===== src/shared/pmcfg_pkg.sv =====
// ----------------------------------------------------------------
// Mode configuration register constants
// ----------------------------------------------------------------
package pmcfg_pkg;
   // Register offsets on the serial port
   localparam logic [7:0] MODE2_PART3_ADDR  = 8'h2d;
   localparam logic [7:0] MODE3_PART0_ADDR  = 8'h2e;
   // Reset values
   localparam logic [7:0] MODE2_PART3_RST   = 8'h0c;
   localparam logic [7:0] MODE3_PART0_RST   = 8'h1c;
   // Field positions
   localparam int SHIP_EN_BIT      = 7;
   localparam int SRC_PIN_BIT      = 6;
   localparam int LDO_OFFSET_BIT   = 5;
   // Active mode code to which the mode-3 fields belong
   localparam logic [1:0] MODE_THREE = 2'h3;
   // Core buck decode, millivolts
   localparam logic [5:0]  CORE_LIN_MAX  = 6'h28;
   localparam logic [5:0]  CORE_FIXED    = 6'h3f;
   localparam logic [11:0] CORE_BASE_MV  = 12'h1f4;
   localparam logic [11:0] CORE_SAT_MV   = 12'h5dc;
   localparam logic [11:0] CORE_FIX_MV   = 12'h708;
   // System LDO decode, millivolts
   localparam logic [4:0]  LDO_LIN_MAX   = 5'h18;
   localparam logic [11:0] LDO_BASE_MV   = 12'h5dc;
   localparam logic [11:0] LDO_SAT_MV    = 12'h834;
   localparam logic [11:0] LDO_OFFS_MV   = 12'h4b0;
   localparam logic [11:0] STEP_MV       = 12'h019;
   // Serial slave address; value is arbitrary
   localparam logic [6:0] DEV_ADDR_DEFAULT = 7'h61;
endpackage


===== src/logic/pmcfg_regs.sv =====
`timescale 1ns/1ps
// What this block does
// - Bit 7 sets ship mode in mode 3
// - Source bit 0: register mode bits only, while in mode 3
// - Source bit 1: external mode pins only, while in mode 3
// - Core buck code: 25mV steps, saturate, 1.8V
// - LDO code resets 01100, saturates 2.1V
// - Mode-3 register fully readable and writable
// - LDO offset bit adds 1.2V
module pmcfg_regs #(
   parameter logic [6:0] DEV_ADDR = pmcfg_pkg::DEV_ADDR_DEFAULT
) (
   // Clock and reset
   input  wire  logic        clock_in,
   input  wire  logic        sys_rst_in,
   // Serial bus pins, open drain data
   input  wire  logic        scl_in,
   input  wire  logic        sda_in,
   output logic              sda_out_out,
   output logic              sda_oe_out,
   // Mode selection sources
   input  wire  logic        mode_select_pin0_in,
   input  wire  logic        mode_select_pin1_in,
   input  wire  logic        mode_reg_bit0_in,
   input  wire  logic        mode_reg_bit1_in,
   input  wire  logic        mode_src_other_in,
   // Regulator settings
   output logic [1:0]        active_mode_out,
   output logic              ship_mode_out,
   output logic              core_buck_apply_out,
   output logic [11:0]       core_buck_mv_out,
   output logic [11:0]       sys_ldo_mv_out
);
   import pmcfg_pkg::*;

   // ----------------------------------------------------------------
   // Decode functions
   // ----------------------------------------------------------------
   // Core buck code to millivolts
   function automatic logic [11:0] core_mv(input logic [5:0] code);
      logic [11:0] lin;
      lin = CORE_BASE_MV + 12'(code) * STEP_MV;
      if (code == CORE_FIXED) begin
         core_mv = CORE_FIX_MV;
      end else if (code > CORE_LIN_MAX) begin
         core_mv = CORE_SAT_MV;
      end else begin
         core_mv = lin;
      end
   endfunction

   // System LDO code plus offset to millivolts
   function automatic logic [11:0] ldo_mv(input logic [4:0] code, input logic offs);
      logic [11:0] base;
      base = (code > LDO_LIN_MAX) ? LDO_SAT_MV : LDO_BASE_MV + 12'(code) * STEP_MV;
      ldo_mv = offs ? base + LDO_OFFS_MV : base;
   endfunction

   // ----------------------------------------------------------------
   // Input synchronisers
   // ----------------------------------------------------------------
   logic [3:0] meta_q;     // First stage, read only by second
   logic [3:0] sync_q;     // scl, sda, pin0, pin1
   logic       scl_p_q;    // Delayed scl for edges
   logic       sda_p_q;    // Delayed sda for edges

   // Two flops on every pin, then one more on scl and sda for edge detection
   always_ff @(posedge clock_in) begin
      if (sys_rst_in) begin
         meta_q  <= 4'hf;
         sync_q  <= 4'hf;
         scl_p_q <= 1'b1;
         sda_p_q <= 1'b1;
      end else begin
         meta_q  <= {scl_in, sda_in, mode_select_pin0_in, mode_select_pin1_in};
         sync_q  <= meta_q;
         scl_p_q <= sync_q[3];
         sda_p_q <= sync_q[2];
      end
   end

   wire scl_s    = sync_q[3];
   wire sda_s    = sync_q[2];
   wire scl_rise = scl_s & ~scl_p_q;
   wire scl_fall = ~scl_s & scl_p_q;
   wire bus_start = scl_s & scl_p_q & sda_p_q & ~sda_s;
   wire bus_stop  = scl_s & scl_p_q & ~sda_p_q & sda_s;

   // ----------------------------------------------------------------
   // Register storage
   // ----------------------------------------------------------------
   logic [7:0] mode2_part3_q;   // Watchdog, LDO offset, LDO code
   logic [7:0] mode3_part0_q;   // Ship, source select, core buck code

   // ----------------------------------------------------------------
   // Serial slave
   // ----------------------------------------------------------------
   typedef enum logic [6:0] {
      ST_IDLE  = 7'b0000001,
      ST_ADDR  = 7'b0000010,
      ST_AACK  = 7'b0000100,
      ST_WRITE = 7'b0001000,
      ST_WACK  = 7'b0010000,
      ST_READ  = 7'b0100000,
      ST_RACK  = 7'b1000000
   } pmcfg_state_t;

   pmcfg_state_t state_q;
   logic [7:0]   shift_q;     // Byte being shifted
   logic [3:0]   cnt_q;       // Bits done in this byte
   logic [7:0]   ptr_q;       // Register pointer, auto increments
   logic         ptr_ph_q;    // Next written byte is the pointer
   logic         rw_q;        // Read transfer
   logic         nack_q;      // Master refused the last byte
   logic         sda_oe_q;    // Pull data low
   logic         sda_out_q;   // Level driven while enabled

   // Read mux; unmapped offsets read as zero
   wire [7:0] rdata = (ptr_q == MODE2_PART3_ADDR) ? mode2_part3_q :
                      (ptr_q == MODE3_PART0_ADDR) ? mode3_part0_q : 8'h00;
   wire byte_done = scl_fall & (cnt_q == 4'h8);
   wire data_wr   = (state_q == ST_WRITE) & byte_done & ~ptr_ph_q;

   // Bus state machine; start and stop take priority everywhere
   always_ff @(posedge clock_in) begin
      if (sys_rst_in) begin
         state_q   <= ST_IDLE;
         shift_q   <= 8'h00;
         cnt_q     <= 4'h0;
         ptr_q     <= 8'h00;
         ptr_ph_q  <= 1'b0;
         rw_q      <= 1'b0;
         nack_q    <= 1'b0;
         sda_oe_q  <= 1'b0;
         sda_out_q <= 1'b0;
      end else if (bus_start) begin
         state_q  <= ST_ADDR;
         cnt_q    <= 4'h0;
         sda_oe_q <= 1'b0;
      end else if (bus_stop) begin
         state_q  <= ST_IDLE;
         sda_oe_q <= 1'b0;
      end else begin
         case (state_q)
            ST_ADDR, ST_WRITE: begin
               // Shift on rising clock, act after eighth bit
               if (scl_rise && cnt_q != 4'h8) begin
                  shift_q <= {shift_q[6:0], sda_s};
                  cnt_q   <= cnt_q + 4'h1;
               end else if (byte_done && state_q == ST_ADDR) begin
                  // Only our address is acknowledged
                  if (shift_q[7:1] == DEV_ADDR) begin
                     state_q  <= ST_AACK;
                     rw_q     <= shift_q[0];
                     sda_oe_q <= 1'b1;
                  end else begin
                     state_q <= ST_IDLE;
                  end
               end else if (byte_done) begin
                  // Pointer byte first, then data with increment
                  if (ptr_ph_q) begin
                     ptr_q <= shift_q;
                  end else begin
                     ptr_q <= ptr_q + 8'h01;
                  end
                  ptr_ph_q <= 1'b0;
                  state_q  <= ST_WACK;
                  sda_oe_q <= 1'b1;
               end
            end
            ST_AACK: begin
               if (scl_fall) begin
                  cnt_q <= 4'h0;
                  if (rw_q) begin
                     state_q  <= ST_READ;
                     shift_q  <= rdata;
                     sda_oe_q <= ~rdata[7];
                  end else begin
                     state_q  <= ST_WRITE;
                     ptr_ph_q <= 1'b1;
                     sda_oe_q <= 1'b0;
                  end
               end
            end
            ST_WACK: begin
               if (scl_fall) begin
                  state_q  <= ST_WRITE;
                  cnt_q    <= 4'h0;
                  sda_oe_q <= 1'b0;
               end
            end
            ST_READ: begin
               // Drive next bit on each falling clock
               if (scl_fall) begin
                  cnt_q <= cnt_q + 4'h1;
                  if (cnt_q == 4'h7) begin
                     state_q  <= ST_RACK;
                     sda_oe_q <= 1'b0;
                     ptr_q    <= ptr_q + 8'h01;
                  end else begin
                     shift_q  <= {shift_q[6:0], 1'b0};
                     sda_oe_q <= ~shift_q[6];
                  end
               end
            end
            ST_RACK: begin
               if (scl_rise) begin
                  nack_q <= sda_s;
               end else if (scl_fall) begin
                  // A refused byte ends the read burst
                  if (nack_q) begin
                     state_q <= ST_IDLE;
                  end else begin
                     state_q  <= ST_READ;
                     cnt_q    <= 4'h0;
                     shift_q  <= rdata;
                     sda_oe_q <= ~rdata[7];
                  end
               end
            end
            default: begin
               state_q  <= ST_IDLE;
               sda_oe_q <= 1'b0;
            end
         endcase
      end
   end

   // Register writes; writes to other offsets are acknowledged and dropped
   always_ff @(posedge clock_in) begin
      if (sys_rst_in) begin
         mode2_part3_q <= MODE2_PART3_RST;
         mode3_part0_q <= MODE3_PART0_RST;
      end else if (data_wr && ptr_q == MODE2_PART3_ADDR) begin
         mode2_part3_q <= shift_q;
      end else if (data_wr && ptr_q == MODE3_PART0_ADDR) begin
         mode3_part0_q <= shift_q;
      end
   end

   // ----------------------------------------------------------------
   // Mode selection and regulator settings
   // ----------------------------------------------------------------
   logic [1:0] mode_q;
   wire in_mode3  = (mode_q == MODE_THREE);
   // Mode-3 source bit counts only while mode 3 is active
   wire use_pins  = in_mode3 ? mode3_part0_q[SRC_PIN_BIT] : mode_src_other_in;
   wire [1:0] mode_d = use_pins ? {sync_q[0], sync_q[1]}
                                : {mode_reg_bit1_in, mode_reg_bit0_in};

   // Settings registered so every output comes from a flop
   always_ff @(posedge clock_in) begin
      if (sys_rst_in) begin
         mode_q        <= 2'h0;
         ship_mode_out <= 1'b0;
         core_buck_apply_out <= 1'b0;
         core_buck_mv_out    <= CORE_BASE_MV;
         sys_ldo_mv_out      <= LDO_BASE_MV;
      end else begin
         mode_q        <= mode_d;
         ship_mode_out <= in_mode3 & mode3_part0_q[SHIP_EN_BIT];
         core_buck_apply_out <= in_mode3;
         core_buck_mv_out    <= core_mv(mode3_part0_q[5:0]);
         sys_ldo_mv_out      <= ldo_mv(mode2_part3_q[4:0],
                                       mode2_part3_q[LDO_OFFSET_BIT]);
      end
   end

   assign active_mode_out = mode_q;
   assign sda_oe_out      = sda_oe_q;
   assign sda_out_out     = sda_out_q;
endmodule


===== config.mk =====
export PLATFORM = sky130hd
export DESIGN_NAME = pmcfg_regs
export DESIGN_NICKNAME = d
export VERILOG_FILES = /design/src/shared/pmcfg_pkg.sv /design/src/logic/pmcfg_regs.sv
export SDC_FILE = /design/constraint.sdc
export NUM_CORES = 1
export LEC_CHECK = 0
export ABC_AREA = 0
export ABC_CLOCK_PERIOD_IN_PS = 3300
export BUFFER_PORTS_ARGS = -buffer_cell sky130_fd_sc_hd__buf_2
export CAP_MARGIN = 15
export CORE_MARGIN = 2
export CORE_UTILIZATION = 33
export CTS_CLUSTER_DIAMETER = 100
export CTS_CLUSTER_SIZE = 10
export DETAILED_ROUTE_END_ITERATION = 10
export PLACE_DENSITY = 0.59
export SYNTH_ARGS = -nofsm -noshare
export SYNTH_HDL_FRONTEND = slang
export SYNTH_SLANG_ARGS = --single-unit

===== constraint.sdc =====
create_clock -name clock_in -period 3.3 [get_ports clock_in]
set_clock_uncertainty 0.15 [all_clocks]
set_input_delay 0.165 -clock clock_in [delete_from_list [all_inputs] [get_ports clock_in]]
set_output_delay 0.165 -clock clock_in [all_outputs]
set_load 0.05 [all_outputs]

; ---- Word level (Yosys, flattened, before mapping)
; Index checks and enable logic that the tools add are counted.
; Widths: inputs -> output; s select.
[word_totals]
reg_bits = 85
out_inout_bits = 30
elab_cells = 179
[classes]
magnitude_cmp = 2
bitwise_logic = 22
multipliers = 2
add_sub_neg = 5
reduce_logical = 23
eq_ne = 39
mux = 65
[op_table]
columns = operator, count
row1 = $mux 8, 16
row2 = $mux 7, 9
row3 = $reduce_and 8->1, 5
row4 = $pmux 7 s5, 1
row5 = $ne 4x4->1 const B, 8
row6 = $pmux 8 s4, 1
row7 = $ne 2x2->1 const B, 14
row8 = $mux 12, 2
row9 = $mux 4, 6
row10 = $mux 11, 2
row11 = $mux 1, 18
row12 = $eq 8x6->1 const B, 2
row13 = $pmux 4 s4, 1
row14 = $pmux 8 s2, 1
row15 = $eq 7x7->1 const B, 2
row16 = $add 11x10->12 const A, 1
row17 = $add 12x11->12 const B, 1
row18 = $add 9x11->12 const A, 1
row19 = $mux 6, 2
row20 = $and 1x1->1, 11
row21 = $mul 6x5->11 const B, 1
row22 = $not 1->1, 11
row23 = $reduce_and 11->1, 1
row24 = $mul 5x5->10 const B, 1
row25 = 29 further kinds, 40

; ---- Logic depth before layout (Yosys ltp)
; Gate-level depths: netlist of the first run.
[logic_depth]
depth_word = 9
depth_mapped = 14
mapped_depth_nobuf = 14

; ---- Worst setup path before layout of the first run
; No wires, ideal clock.
[synth_timing]
kind = register to register
start = register mode2_part3_q[3]
end = register sys_ldo_mv_out[11]
n_path_buf = 0
arrival_time_ns = 3.263
stages_incl_launch_ff = 13
setup_ns = 0.121
slack_ns = -0.234
path_cell_list = dfxtp_1 -> inv_1 -> ha_1 -> fa_1 -> inv_1 -> ha_1 -> ha_1 -> o21ai_0 -> or4b_2 -> o41ai_1 -> nor2_1 -> o2bb2ai_1 -> mux2_2
[synth_between]
elab_chain_len = 5
word_cells_on_any_way = 6
[synth_lines]
columns = item, line_no
row1 = start: declaration, pmcfg_regs.sv:92  ; logic [7:0] mode2_part3_q;
row2 = start signal: assignment, pmcfg_regs.sv:235  ; mode2_part3_q <= shift_q;
row3 = $mul 5x5->10, pmcfg_regs.sv:55  ; base = (code > LDO_LIN_MAX) ? LDO_SAT_MV : LDO_BASE_MV + 12'(code) * STEP_MV;
row4 = $add 11x10->12, pmcfg_regs.sv:55
row5 = $mux 12 (*), pmcfg_regs.sv:55
row6 = $add 12x11->12, pmcfg_regs.sv:56  ; ldo_mv = offs ? base + LDO_OFFS_MV : base;
row7 = $mux 12 (*), pmcfg_regs.sv:56
row8 = end signal: assignment, pmcfg_regs.sv:264  ; sys_ldo_mv_out <= ldo_mv(mode2_part3_q[4:0],
row9 = end: declaration, pmcfg_regs.sv:32  ; output logic [11:0] sys_ldo_mv_out
; Every way passes the cells marked *; elsewhere a longest branch is shown, timed or not.
; A chain may end at the register's enable or synchronous reset.

; ---- Worst setup path in the final report of the first run
[layout_timing]
start = register mode2_part3_q[0]
end = register sys_ldo_mv_out[11]
; Same word-level chain as after synthesis.

==> impl_metrics.json, run 1 <==
{
  "ant_nets": 0,
  "rsz0062_at_grt": "yes",
  "initial_core_util_pct": 33.9,
  "tightest_slew_ns": 0.902,
  "endpoint_kind": "flip-flop",
  "hold_viol": 0,
  "cts_root_buf": "clkbuf_16",
  "yosys-top-cells-area": "dfxtp_1 (33%), ha_1 (15%), nor2_1 (4.7%)",
  "hp-class": "in -> reg",
  "syn_nets": 698,
  "max-vdd-ir-drop_mv": 0.252,
  "synth-edff-count": 0,
  "cts_made_buffers": 9,
  "path_cells": "inv_2 > buf_4 > ha_1 > inv_1 > ha_4 > ha_4 > inv_1 > fa_2 > nand2b_4 > a2111oi_4 > o2111ai_2 > nand2_1 > o2bb2ai_2 > mux2_4",
  "drive_above_1_share_pct": 22.3,
  "fp.dieArea_um2": 16800,
  "cts_sinks": 85,
  "post-route-period-util_pct": 99.8,
  "maxSlewViolCount": 0,
  "wire_per_inst_um": 14.0,
  "die_h_um": 129,
  "regToRegSetupSlack_ns": 0.008,
  "p_int_mw": 1.67,
  "cp.required_ns": 3.38,
  "fin_hold_ws_ns": 0.0876,
  "ys_seq_elements": 85,
  "die_width_um": 129,
  "h-tree-depth": 3,
  "grt_antenna_before_repair": 0,
  "antenna_cells": 0,
  "nFillCells": 1557,
  "max_freq_ghz": 0.304,
  "ys_types": 62,
  "worstPathBufferInverterCount": 4,
  "cpMaxStageDelayCell": "a2111oi_4",
  "p_leak_nw": 2.75,
  "min-delay-start": "mode_src_other_in",
  "io_pins": 39,
  "avgSynthCellArea_um2": 8.37,
  "setup_violations": 0,
  "globalplace.congestion": 0.890,
  "switching_share_pct": 24.2,
  "r2r_start": "mode2_part3_q[0]$_SDFFE_PP0P_",
  "finalWirelength_mm": 12.7,
  "track_usage_pct": 15.7,
  "cpLargestDelayFamily": "adder cells",
  "syn_to_final_growth_pct": 23.5,
  "ys_seq_area_share_pct": 32.8,
  "cap_violations": 0,
  "min_path_cells": 4,
  "portBuffers": 37,
  "critical_path.startpoint": "mode2_part3_q[0]$_SDFFE_PP0P_",
  "nets": 768,
  "status": "finished, final reports clean",
  "drc_errors": 0,
  "period_needed_ns": 3.29,
  "whs_endpoint": "active_mode_out[0]$_SDFF_PP0_",
  "netlist_area_um2": 5190,
  "cts_tree": "built",
  "crit_path_start_kind": "flip-flop",
  "crit_path_max_fanout": 4,
  "synthCells": 621,
  "final_cell_mix": "dfxtp_1 (80), nor2_1 (62), ha_1 (56), inv_1 (51), nand2_1 (48)",
  "cp.arrival_ns": 3.38,
  "cts.path.max_buffers": 2,
  "core.rowCount": 45,
  "p_clk_share_pct": 47.9,
  "grt_max_degree": 67,
  "synth_flop_cell": "dfxtp_1",
  "cts.clk_slew.worst_paths_ns": 0.07,
  "vias": 4579,
  "path_class": "reg -> reg",
  "final_common_cell": "dfxtp_1",
  "r2r_cells": 14,
  "overflow": 0,
  "grt_pass1_wl_mm": 21.0,
  "p_switching_mw": 0.533,
  "grt_pass1_vias": 4370,
  "dr.pass1.iters": 5,
  "synth_area_leader_cell": "dfxtp_1",
  "core_area_um2": 15300,
  "rr_endpoint": "sys_ldo_mv_out[11]$_SDFF_PP0_",
  "critPathMaxStageDelay_ns": 0.40,
  "ys_async_sr_fraction_pct": 0,
  "power-per-cell-area_nw_per_um2": 343,
  "pwr-share-seq_pct": 47.6,
  "synth_top_area_share_pct": 32.8,
  "utilization_pct": 41.9,
  "clock_latency_ns": 0.35,
  "dp_hpwl_mm": 9.12,
  "slew_headroom_pct": 39.7,
  "viasPerCell": 5.05,
  "drt_iter0_markers": 225,
  "combPwrFrac_pct": 4.5,
  "synth_warnings": 0
}
cells by family after synthesis:
group	share of synthesized area [%]
DFF	32.8
adders and majority gates	17.1
AOI/OAI and AO/OA	16.3
other	0.0722
and+or+nand+nor	21.0
muxes	4.48
buffers and inverters	5.78
xor gates and xnor gates	2.53
synthesized netlist by cell type (5+ instances only):
cell	count
a211oi_1	17
a21o_1	5
a21oi_1	40
and2_1	6
clkbuf_1	18
dfxtp_1	85
fa_1	5
ha_1	63
inv_1	55
mux2i_1	21
nand2_1	48
nand2b_1	12
nand3_1	15
nor2_1	65
nor2b_1	6
nor3_1	18
nor4_1	5
o211ai_1	5
o21ai_0	34
or2_2	13
or3_1	5
xnor2_1	9
xor2_1	6
layout make-up:
type	instances	area, um2	area share [%]
Clock buffer	9	225	3.51
Timing Repair Buffer	82	538	8.39
Tap cell	211	264	4.12
Multi-Input combinational cell	458	3390	52.9
Inverter	55	206	3.22
Sequential cell	85	1710	26.7
Clock inverter	7	80.1	1.25
state kept, by name, indices dropped and copies added (netlist names):
signal               count
core_buck_mv_out        12
sys_ldo_mv_out          12
mode2_part3_q            8
mode3_part0_q            8
ptr_q                    8
shift_q                  8
state_q                  7
cnt_q                    4
meta_q                   4
sync_q                   4
active_mode_out          2
core_buck_apply_out      1
nack_q                   1
ptr_ph_q                 1
rw_q                     1
scl_p_q                  1
sda_oe_out               1
sda_p_q                  1
ship_mode_out            1
power by group through the flow:
stage	registers [mW]	clock network (mW)	logic, mW
2_1_floorplan	1.10	0	0.0412
3_3_place_gp	1.07	0	0.0929
3_5_place_dp	1.07	0	0.0935
4_1_cts	1.05	1.08	0.0991
5_1_grt	1.05	1.13	0.106
6_report	1.05	1.05	0.0981
per-layer routing:
metal	share of wire (%)	vias up	GRT usage (%)
met1	47	2171	20.3
met4	2.5	0	6.51
met2	47	95	25.2
met3	3.7	22	3.59
met5	0	-	0
li1	-	2291	-
worst max path at each step:
stage / to / slack (ns) / cells past startpoint
finish: sys_ldo_mv_out[11]$_SDFF_PP0_ / 0.008 / 14
detailed placement: sys_ldo_mv_out[11]$_SDFF_PP0_ / -0.07 / 14
global placement: sys_ldo_mv_out[11]$_SDFF_PP0_ / 0.004 / 13
floorplan: sys_ldo_mv_out[11]$_SDFF_PP0_ / 0.05 / 14
global route: sys_ldo_mv_out[11]$_SDFF_PP0_ / -0.14 / 14
CTS: sys_ldo_mv_out[11]$_SDFF_PP0_ / -0.009 / 15
worst reg2reg max path, cell delays in order, from the launching register on:
cell	delay [ns]
dfxtp_2	0.33
inv_2	0.05
buf_4	0.14
ha_1	0.19
inv_1	0.08
ha_4	0.21
ha_4	0.26
inv_1	0.06
fa_2	0.39
nand2b_4	0.16
a2111oi_4	0.40
o2111ai_2	0.19
nand2_1	0.14
o2bb2ai_2	0.13
mux2_4	0.31
stage by stage:
| step | total power, mW | std cells | area (um2) | TNS, ns | setup slack [ns] |
|---|---|---|---|---|---|
| final | 2.20 | 907 | 6410 | 0 | 0.00765 |
| after global routing | 2.29 | 907 | 6410 | -0.184 | -0.136 |
| after CTS | 2.23 | 904 | 6310 | -0.00858 | -0.00858 |
| after detailed placement | 1.16 | 881 | 5890 | -0.0790 | -0.0683 |
| after global placement | 1.16 | 881 | 5890 | 0 | 0.00382 |
| after floorplan | 1.14 | 621 | 5270 | 0 | 0.0504 |
what timing repair did:
item / in CTS / in global routing
gates resized for setup: 9 / 19
setup buffers: 1 / 3
pin swaps: 10 / 10
endpoints found under the setup margin: 3 / 6
hold buffers: 6 / 0
endpoints found under the hold margin: 6 / 0
No activity file was read; power rests on OpenSTA's default activity.
==> inputs of run 2 (changes only) <==
--- a/config.mk
+++ b/config.mk
@@ -9,7 +9,7 @@
 export ABC_CLOCK_PERIOD_IN_PS = 3300
 export BUFFER_PORTS_ARGS = -buffer_cell sky130_fd_sc_hd__buf_2
 export CAP_MARGIN = 15
-export CORE_MARGIN = 2
+export CORE_MARGIN = 4
 export CORE_UTILIZATION = 33
 export CTS_CLUSTER_DIAMETER = 100
 export CTS_CLUSTER_SIZE = 10
==> impl_metrics.json, run 2 (synthesis gave the netlist of run 1 again) <==
{
  "period_needed_ns": 3.32,
  "seqCellArea_um2": 1710,
  "initial_core_util_pct": 33.9,
  "whs_endpoint": "sync_q[2]$_SDFF_PP1_",
  "cp.arrival_ns": 3.41,
  "fin_cells": 905,
  "regToRegSetupSlack_ns": -0.02,
  "rsz0062_at_grt": "yes",
  "core_area_um2": 15300,
  "vias": 4521,
  "r2r_cells": 14,
  "crit_path_start_kind": "flip-flop",
  "final_common_cell": "dfxtp_1",
  "grt_antenna_before_repair": 0,
  "dp_hpwl_mm": 9.18,
  "max_freq_ghz": 0.301,
  "globalplace.congestion": 0.879,
  "clock_latency_ns": 0.35,
  "portBuffers": 37,
  "cap_violations": 0,
  "dr.pass1.iters": 5,
  "dp_cells": 879,
  "die_h_um": 133,
  "combPwrFrac_pct": 4.8,
  "drc_errors": 0,
  "crit_path_max_fanout": 4,
  "fin_hold_ws_ns": 0.260,
  "p_int_mw": 1.60,
  "p_clk_share_pct": 46.7,
  "multi_input_area_um2": 3370,
  "drt_iter0_markers": 313,
  "violations": "setup timing",
  "cts_root_buf": "clkbuf_16",
  "cp.required_ns": 3.39,
  "final_cell_mix": "dfxtp_1 (81), nor2_1 (60), ha_1 (57), inv_1 (51), nand2_1 (48)",
  "endpoint_kind": "flip-flop",
  "utilization_pct": 41.7,
  "core.rowCount": 45,
  "r2r_start": "mode2_part3_q[0]$_SDFFE_PP0P_",
  "track_usage_pct": 14.6,
  "h-tree-depth": 3,
  "min_path_cells": 1,
  "fp.dieArea_um2": 17800,
  "cts_tree": "built",
  "cts.path.max_buffers": 2,
  "max-vdd-ir-drop_mv": 0.247,
  "drive_above_1_share_pct": 21.3,
  "power_mw": 2.16,
  "p_switching_mw": 0.554,
  "die_width_um": 133,
  "power-per-cell-area_nw_per_um2": 338,
  "hold_viol": 0,
  "nFillCells": 1573,
  "syn_to_final_growth_pct": 22.8,
  "antenna_cells": 0,
  "io_pins": 39,
  "hp-class": "reg -> reg",
  "grt_max_degree": 33,
  "viasPerCell": 5.00,
  "cts.clk_slew.worst_paths_ns": 0.07,
  "tightest_slew_ns": 0.893,
  "top_regs": "core_buck_mv_out x12, sys_ldo_mv_out x12",
  "finalWirelength_mm": 12.6,
  "wire_per_inst_um": 13.9,
  "path_class": "reg -> reg",
  "status": "complete, but fails checks",
  "setup_violations": 1,
  "min-delay-start": "meta_q[2]$_SDFF_PP1_",
  "ant_nets": 0,
  "cts_sinks": 85,
  "p_leak_nw": 2.74,
  "setup_slack_ns": -0.0223,
  "switching_share_pct": 25.7,
  "grt_pass1_wl_mm": 21.5,
  "grt_pass1_vias": 4511,
  "overflow": 0,
  "pwr-share-seq_pct": 48.5,
  "slew_headroom_pct": 40.2,
  "nets": 766,
  "fin_setup_tns_ns": -0.0223,
  "post-route-period-util_pct": 101,
  "cts_made_buffers": 9,
  "maxSlewViolCount": 0,
  "rr_endpoint": "sys_ldo_mv_out[11]$_SDFF_PP0_"
}
-- run 2: cell types whose count changed in the layout (fill, tap and decap cells not counted), moves of 2 or more --
cell / delta
dlygate4sd3_1: +3
buf_4: -6
inv_6: +2
nor2_1: -2
-- run 2: area by class of cell --
| class | instances | area share (%) |
|---|---|---|
| clock buffers | 9 | 3.53 |
| clock inverters | 7 | 1.06 |
| inverters | 55 | 3.24 |
| multi-input cells | 458 | 52.9 |
| flip-flops and latches | 85 | 26.8 |
| well taps | 211 | 4.14 |
| repair buffers | 80 | 8.37 |
-- run 2: worst max-delay path by stage --
stage	cells past startpoint	slack [ns]	end	startpoint
after global routing	14	-0.21	sys_ldo_mv_out[11]$_SDFF_PP0_	mode2_part3_q[1]$_SDFFE_PP0P_
after CTS	15	-0.02	sys_ldo_mv_out[11]$_SDFF_PP0_	mode2_part3_q[1]$_SDFFE_PP0P_
after global placement	13	0.004	sys_ldo_mv_out[11]$_SDFF_PP0_	mode2_part3_q[0]$_SDFFE_PP0P_
after floorplan	14	0.05	sys_ldo_mv_out[11]$_SDFF_PP0_	mode2_part3_q[1]$_SDFFE_PP0P_
final	14	-0.02	sys_ldo_mv_out[11]$_SDFF_PP0_	mode2_part3_q[0]$_SDFFE_PP0P_
after detailed placement	14	-0.05	sys_ldo_mv_out[11]$_SDFF_PP0_	mode2_part3_q[1]$_SDFFE_PP0P_
-- run 2: power by group through the flow --
stage	Combinational [mW]	Sequential, mW	Clock, mW
finish	0.103	1.05	1.01
global route	0.111	1.05	1.08
CTS	0.104	1.05	1.05
detailed placement	0.0948	1.07	0
global placement	0.0941	1.07	0
floorplan	0.0412	1.10	0
-- run 2: layer usage --
metal / GRT usage [%] / wire length [um]
met1: 18.4 / 5850
met2: 24.3 / 5990
met3: 3.93 / 528
met4: 5.09 / 224
met5: 0 / 0
-- run 2: worst max-delay path: stages, from the launching register on --
cell       delay, ns
dfxtp_2         0.33
inv_2           0.05
buf_4           0.14
ha_1            0.19
inv_1           0.06
ha_1            0.26
ha_4            0.29
inv_1           0.06
fa_2            0.38
nand2b_4        0.16
a2111oi_4       0.39
o2111ai_2       0.17
nand2_1         0.14
o2bb2ai_2       0.12
mux2_4          0.30
-- run 2: what timing repair did --
action                                  4_1_cts  5_1_grt
gates resized for setup                       3       24
endpoints found under the hold margin         7        0
pin swaps                                     3       11
hold buffers                                  9        0
endpoints found under the setup margin        2        7
setup buffers                                 0        1
-- run 2: metrics by stage --
| stage | area, um2 | setup slack, ns |
|---|---|---|
| global placement | 5870 | 0.00443 |
| detailed placement | 5870 | -0.0538 |
| floorplan | 5270 | 0.0504 |
| CTS | 6270 | -0.0177 |
| finish | 6380 | -0.0223 |
| global route | 6380 | -0.215 |
==> inputs of run 3 (changes only) <==
--- a/config.mk
+++ b/config.mk
@@ -6,7 +6,7 @@
 export NUM_CORES = 1
 export LEC_CHECK = 0
 export ABC_AREA = 0
-export ABC_CLOCK_PERIOD_IN_PS = 3300
+export ABC_CLOCK_PERIOD_IN_PS = 2900
 export BUFFER_PORTS_ARGS = -buffer_cell sky130_fd_sc_hd__buf_2
 export CAP_MARGIN = 15
 export CORE_MARGIN = 4
==> constraint.sdc (replaced) <==
create_clock -name clock_in -period 2.9 [get_ports clock_in]
set_clock_uncertainty 0.15 [all_clocks]
set_input_delay 0.145 -clock clock_in [delete_from_list [all_inputs] [get_ports clock_in]]
set_output_delay 0.145 -clock clock_in [all_outputs]
set_load 0.05 [all_outputs]
==> impl_metrics.json, run 3 (synthesis gave the netlist of run 1 again) <==
{
  "status": "complete, but fails checks",
  "violations": "setup timing",
  "period_needed_ns": 3.32,
  "drt_iter0_markers": 295,
  "critPathMaxStageDelay_ns": 0.40,
  "ant_nets": 0,
  "grt_pass1_wl_mm": 22.3,
  "wire_per_inst_um": 14.2,
  "utilization_pct": 45.4,
  "drive_above_1_share_pct": 30.4,
  "crit_path_start_kind": "flip-flop",
  "cts_sinks": 85,
  "nets": 811,
  "core.rowCount": 45,
  "fin_hold_ws_ns": 0.260,
  "slew_headroom_pct": 44.2,
  "die_width_um": 133,
  "r2r_cells": 14,
  "cp.arrival_ns": 3.41,
  "fin_setup_tns_ns": -1.68,
  "grt_antenna_before_repair": 0,
  "setup_slack_ns": -0.420,
  "cts_tree": "built",
  "post-route-period-util_pct": 114,
  "antenna_cells": 0,
  "cts.clk_slew.worst_paths_ns": 0.06,
  "cp.required_ns": 2.99,
  "min_path_cells": 1,
  "hold_viol": 0,
  "power_mw": 2.43,
  "cts_made_buffers": 9,
  "max_freq_ghz": 0.301,
  "cpMaxStageDelayCell": "a2111oi_4",
  "regToRegSetupSlack_ns": -0.42,
  "portBuffers": 37,
  "die_h_um": 133,
  "initial_core_util_pct": 33.9,
  "clock_latency_ns": 0.35,
  "setup_violations": 7,
  "overflow": 0,
  "cp.depth": 14,
  "fp.dieArea_um2": 17800,
  "hp-class": "reg -> reg",
  "final_cell_mix": "dfxtp_1 (78), buf_4 (77), nor2_1 (61), nand2_1 (48)",
  "rsz0062_at_grt": "yes",
  "syn_to_final_growth_pct": 33.8,
  "p_leak_nw": 2.96,
  "drc_errors": 0,
  "grt_max_degree": 27,
  "crit_path_max_fanout": 4,
  "path_class": "reg -> reg",
  "fin_area_um2": 6950,
  "cts_root_buf": "clkbuf_16",
  "path_cells": "inv_4 > ha_4 > xnor2_2 > xnor2_1 > ha_1 > ha_2 > inv_2 > fa_2 > nand2b_4 > a2111oi_4 > o2111ai_2 > nand2_1 > o2bb2ai_2 > mux2_4",
  "dpl_cell_area_um2": 6210,
  "cpLargestDelayFamily": "adder cells",
  "cts.path.max_buffers": 2,
  "core_area_um2": 15300,
  "grt_pass1_vias": 4699,
  "dp_hpwl_mm": 9.81,
  "io_pins": 39,
  "worstPathBufferInverterCount": 2,
  "max-vdd-ir-drop_mv": 0.376,
  "endpoint_kind": "flip-flop",
  "final_common_cell": "dfxtp_1",
  "vias": 4799,
  "cap_violations": 0,
  "globalplace.congestion": 0.912,
  "viasPerCell": 5.05,
  "top_regs": "core_buck_mv_out x12, sys_ldo_mv_out x12",
  "h-tree-depth": 3,
  "power-per-cell-area_nw_per_um2": 350,
  "tightest_slew_ns": 0.828,
  "finalWirelength_mm": 13.5,
  "maxSlewViolCount": 0,
  "dr.pass1.iters": 4,
  "track_usage_pct": 15.1
}
## run 3: cell count changes in the layout (fill, tap and decap cells not counted), sizes merged
| cell | delta |
|---|---|
| clkinv | -1 |
| buf | +45 |
| clkinvlp | +2 |
| inv | -3 |
| clkbuf | +2 |
## run 3: layout make-up
type	instances	area, um2
multi-input cells	458	3590
inverters	55	216
clock inverters	5	41.3
clock buffers	11	243
fillers	1487	8370
repair buffers	125	876
flip-flops and latches	85	1720
well taps	211	264
## run 3: timing repair
action,4_1_cts,5_1_grt
hold buffers,9,0
pin swaps,25,22
hold endpoints to repair,8,0
buffers inserted,10,6
cloned,0,0
resized for setup,20,29
setup endpoints to repair,8,11
## run 3: per-layer routing
layer / track usage, % / vias up / wire (um)
met2: 25.7 / 110 / 6450
met1: 19.0 / 2286 / 6300
met5: 0 / - / 0
met3: 3.44 / 23 / 517
li1: - / 2380 / -
met4: 4.86 / 0 / 226
## run 3: metrics by stage
step,setup WS (ns),std cells
6_report,-0.420,950
5_1_grt,-0.543,950
4_1_cts,-0.326,944
3_5_place_dp,-0.412,909
3_3_place_gp,-0.338,909
2_1_floorplan,-0.288,621
## run 3: worst register-to-register path: stages (launching register included)
cell and delay [ns]:
dfxtp_2 0.35, inv_4 0.05, ha_4 0.24, xnor2_2 0.13, xnor2_1 0.14, ha_1 0.28, ha_2 0.19, inv_2 0.04
fa_2 0.33, nand2b_4 0.16, a2111oi_4 0.40, o2111ai_2 0.18, nand2_1 0.14, o2bb2ai_2 0.12, mux2_4 0.31
## run 3: path summary, 6_finish.rpt
check                                  endpoint                     startpoint
setup / recovery  sys_ldo_mv_out[11]$_SDFF_PP0_  mode2_part3_q[0]$_SDFFE_PP0P_
hold / removal             sync_q[1]$_SDFF_PP1_           meta_q[1]$_SDFF_PP1_
setup reg to reg  sys_ldo_mv_out[11]$_SDFF_PP0_  mode2_part3_q[0]$_SDFFE_PP0P_
hold reg to reg            sync_q[1]$_SDFF_PP1_           meta_q[1]$_SDFF_PP1_
## run 3: power breakdown
group / internal [mW] / total [mW] / switching, mW
combinational: 0.0398 / 0.123 / 0.0830
clock: 0.612 / 1.12 / 0.509
sequential: 1.18 / 1.19 / 0.00749
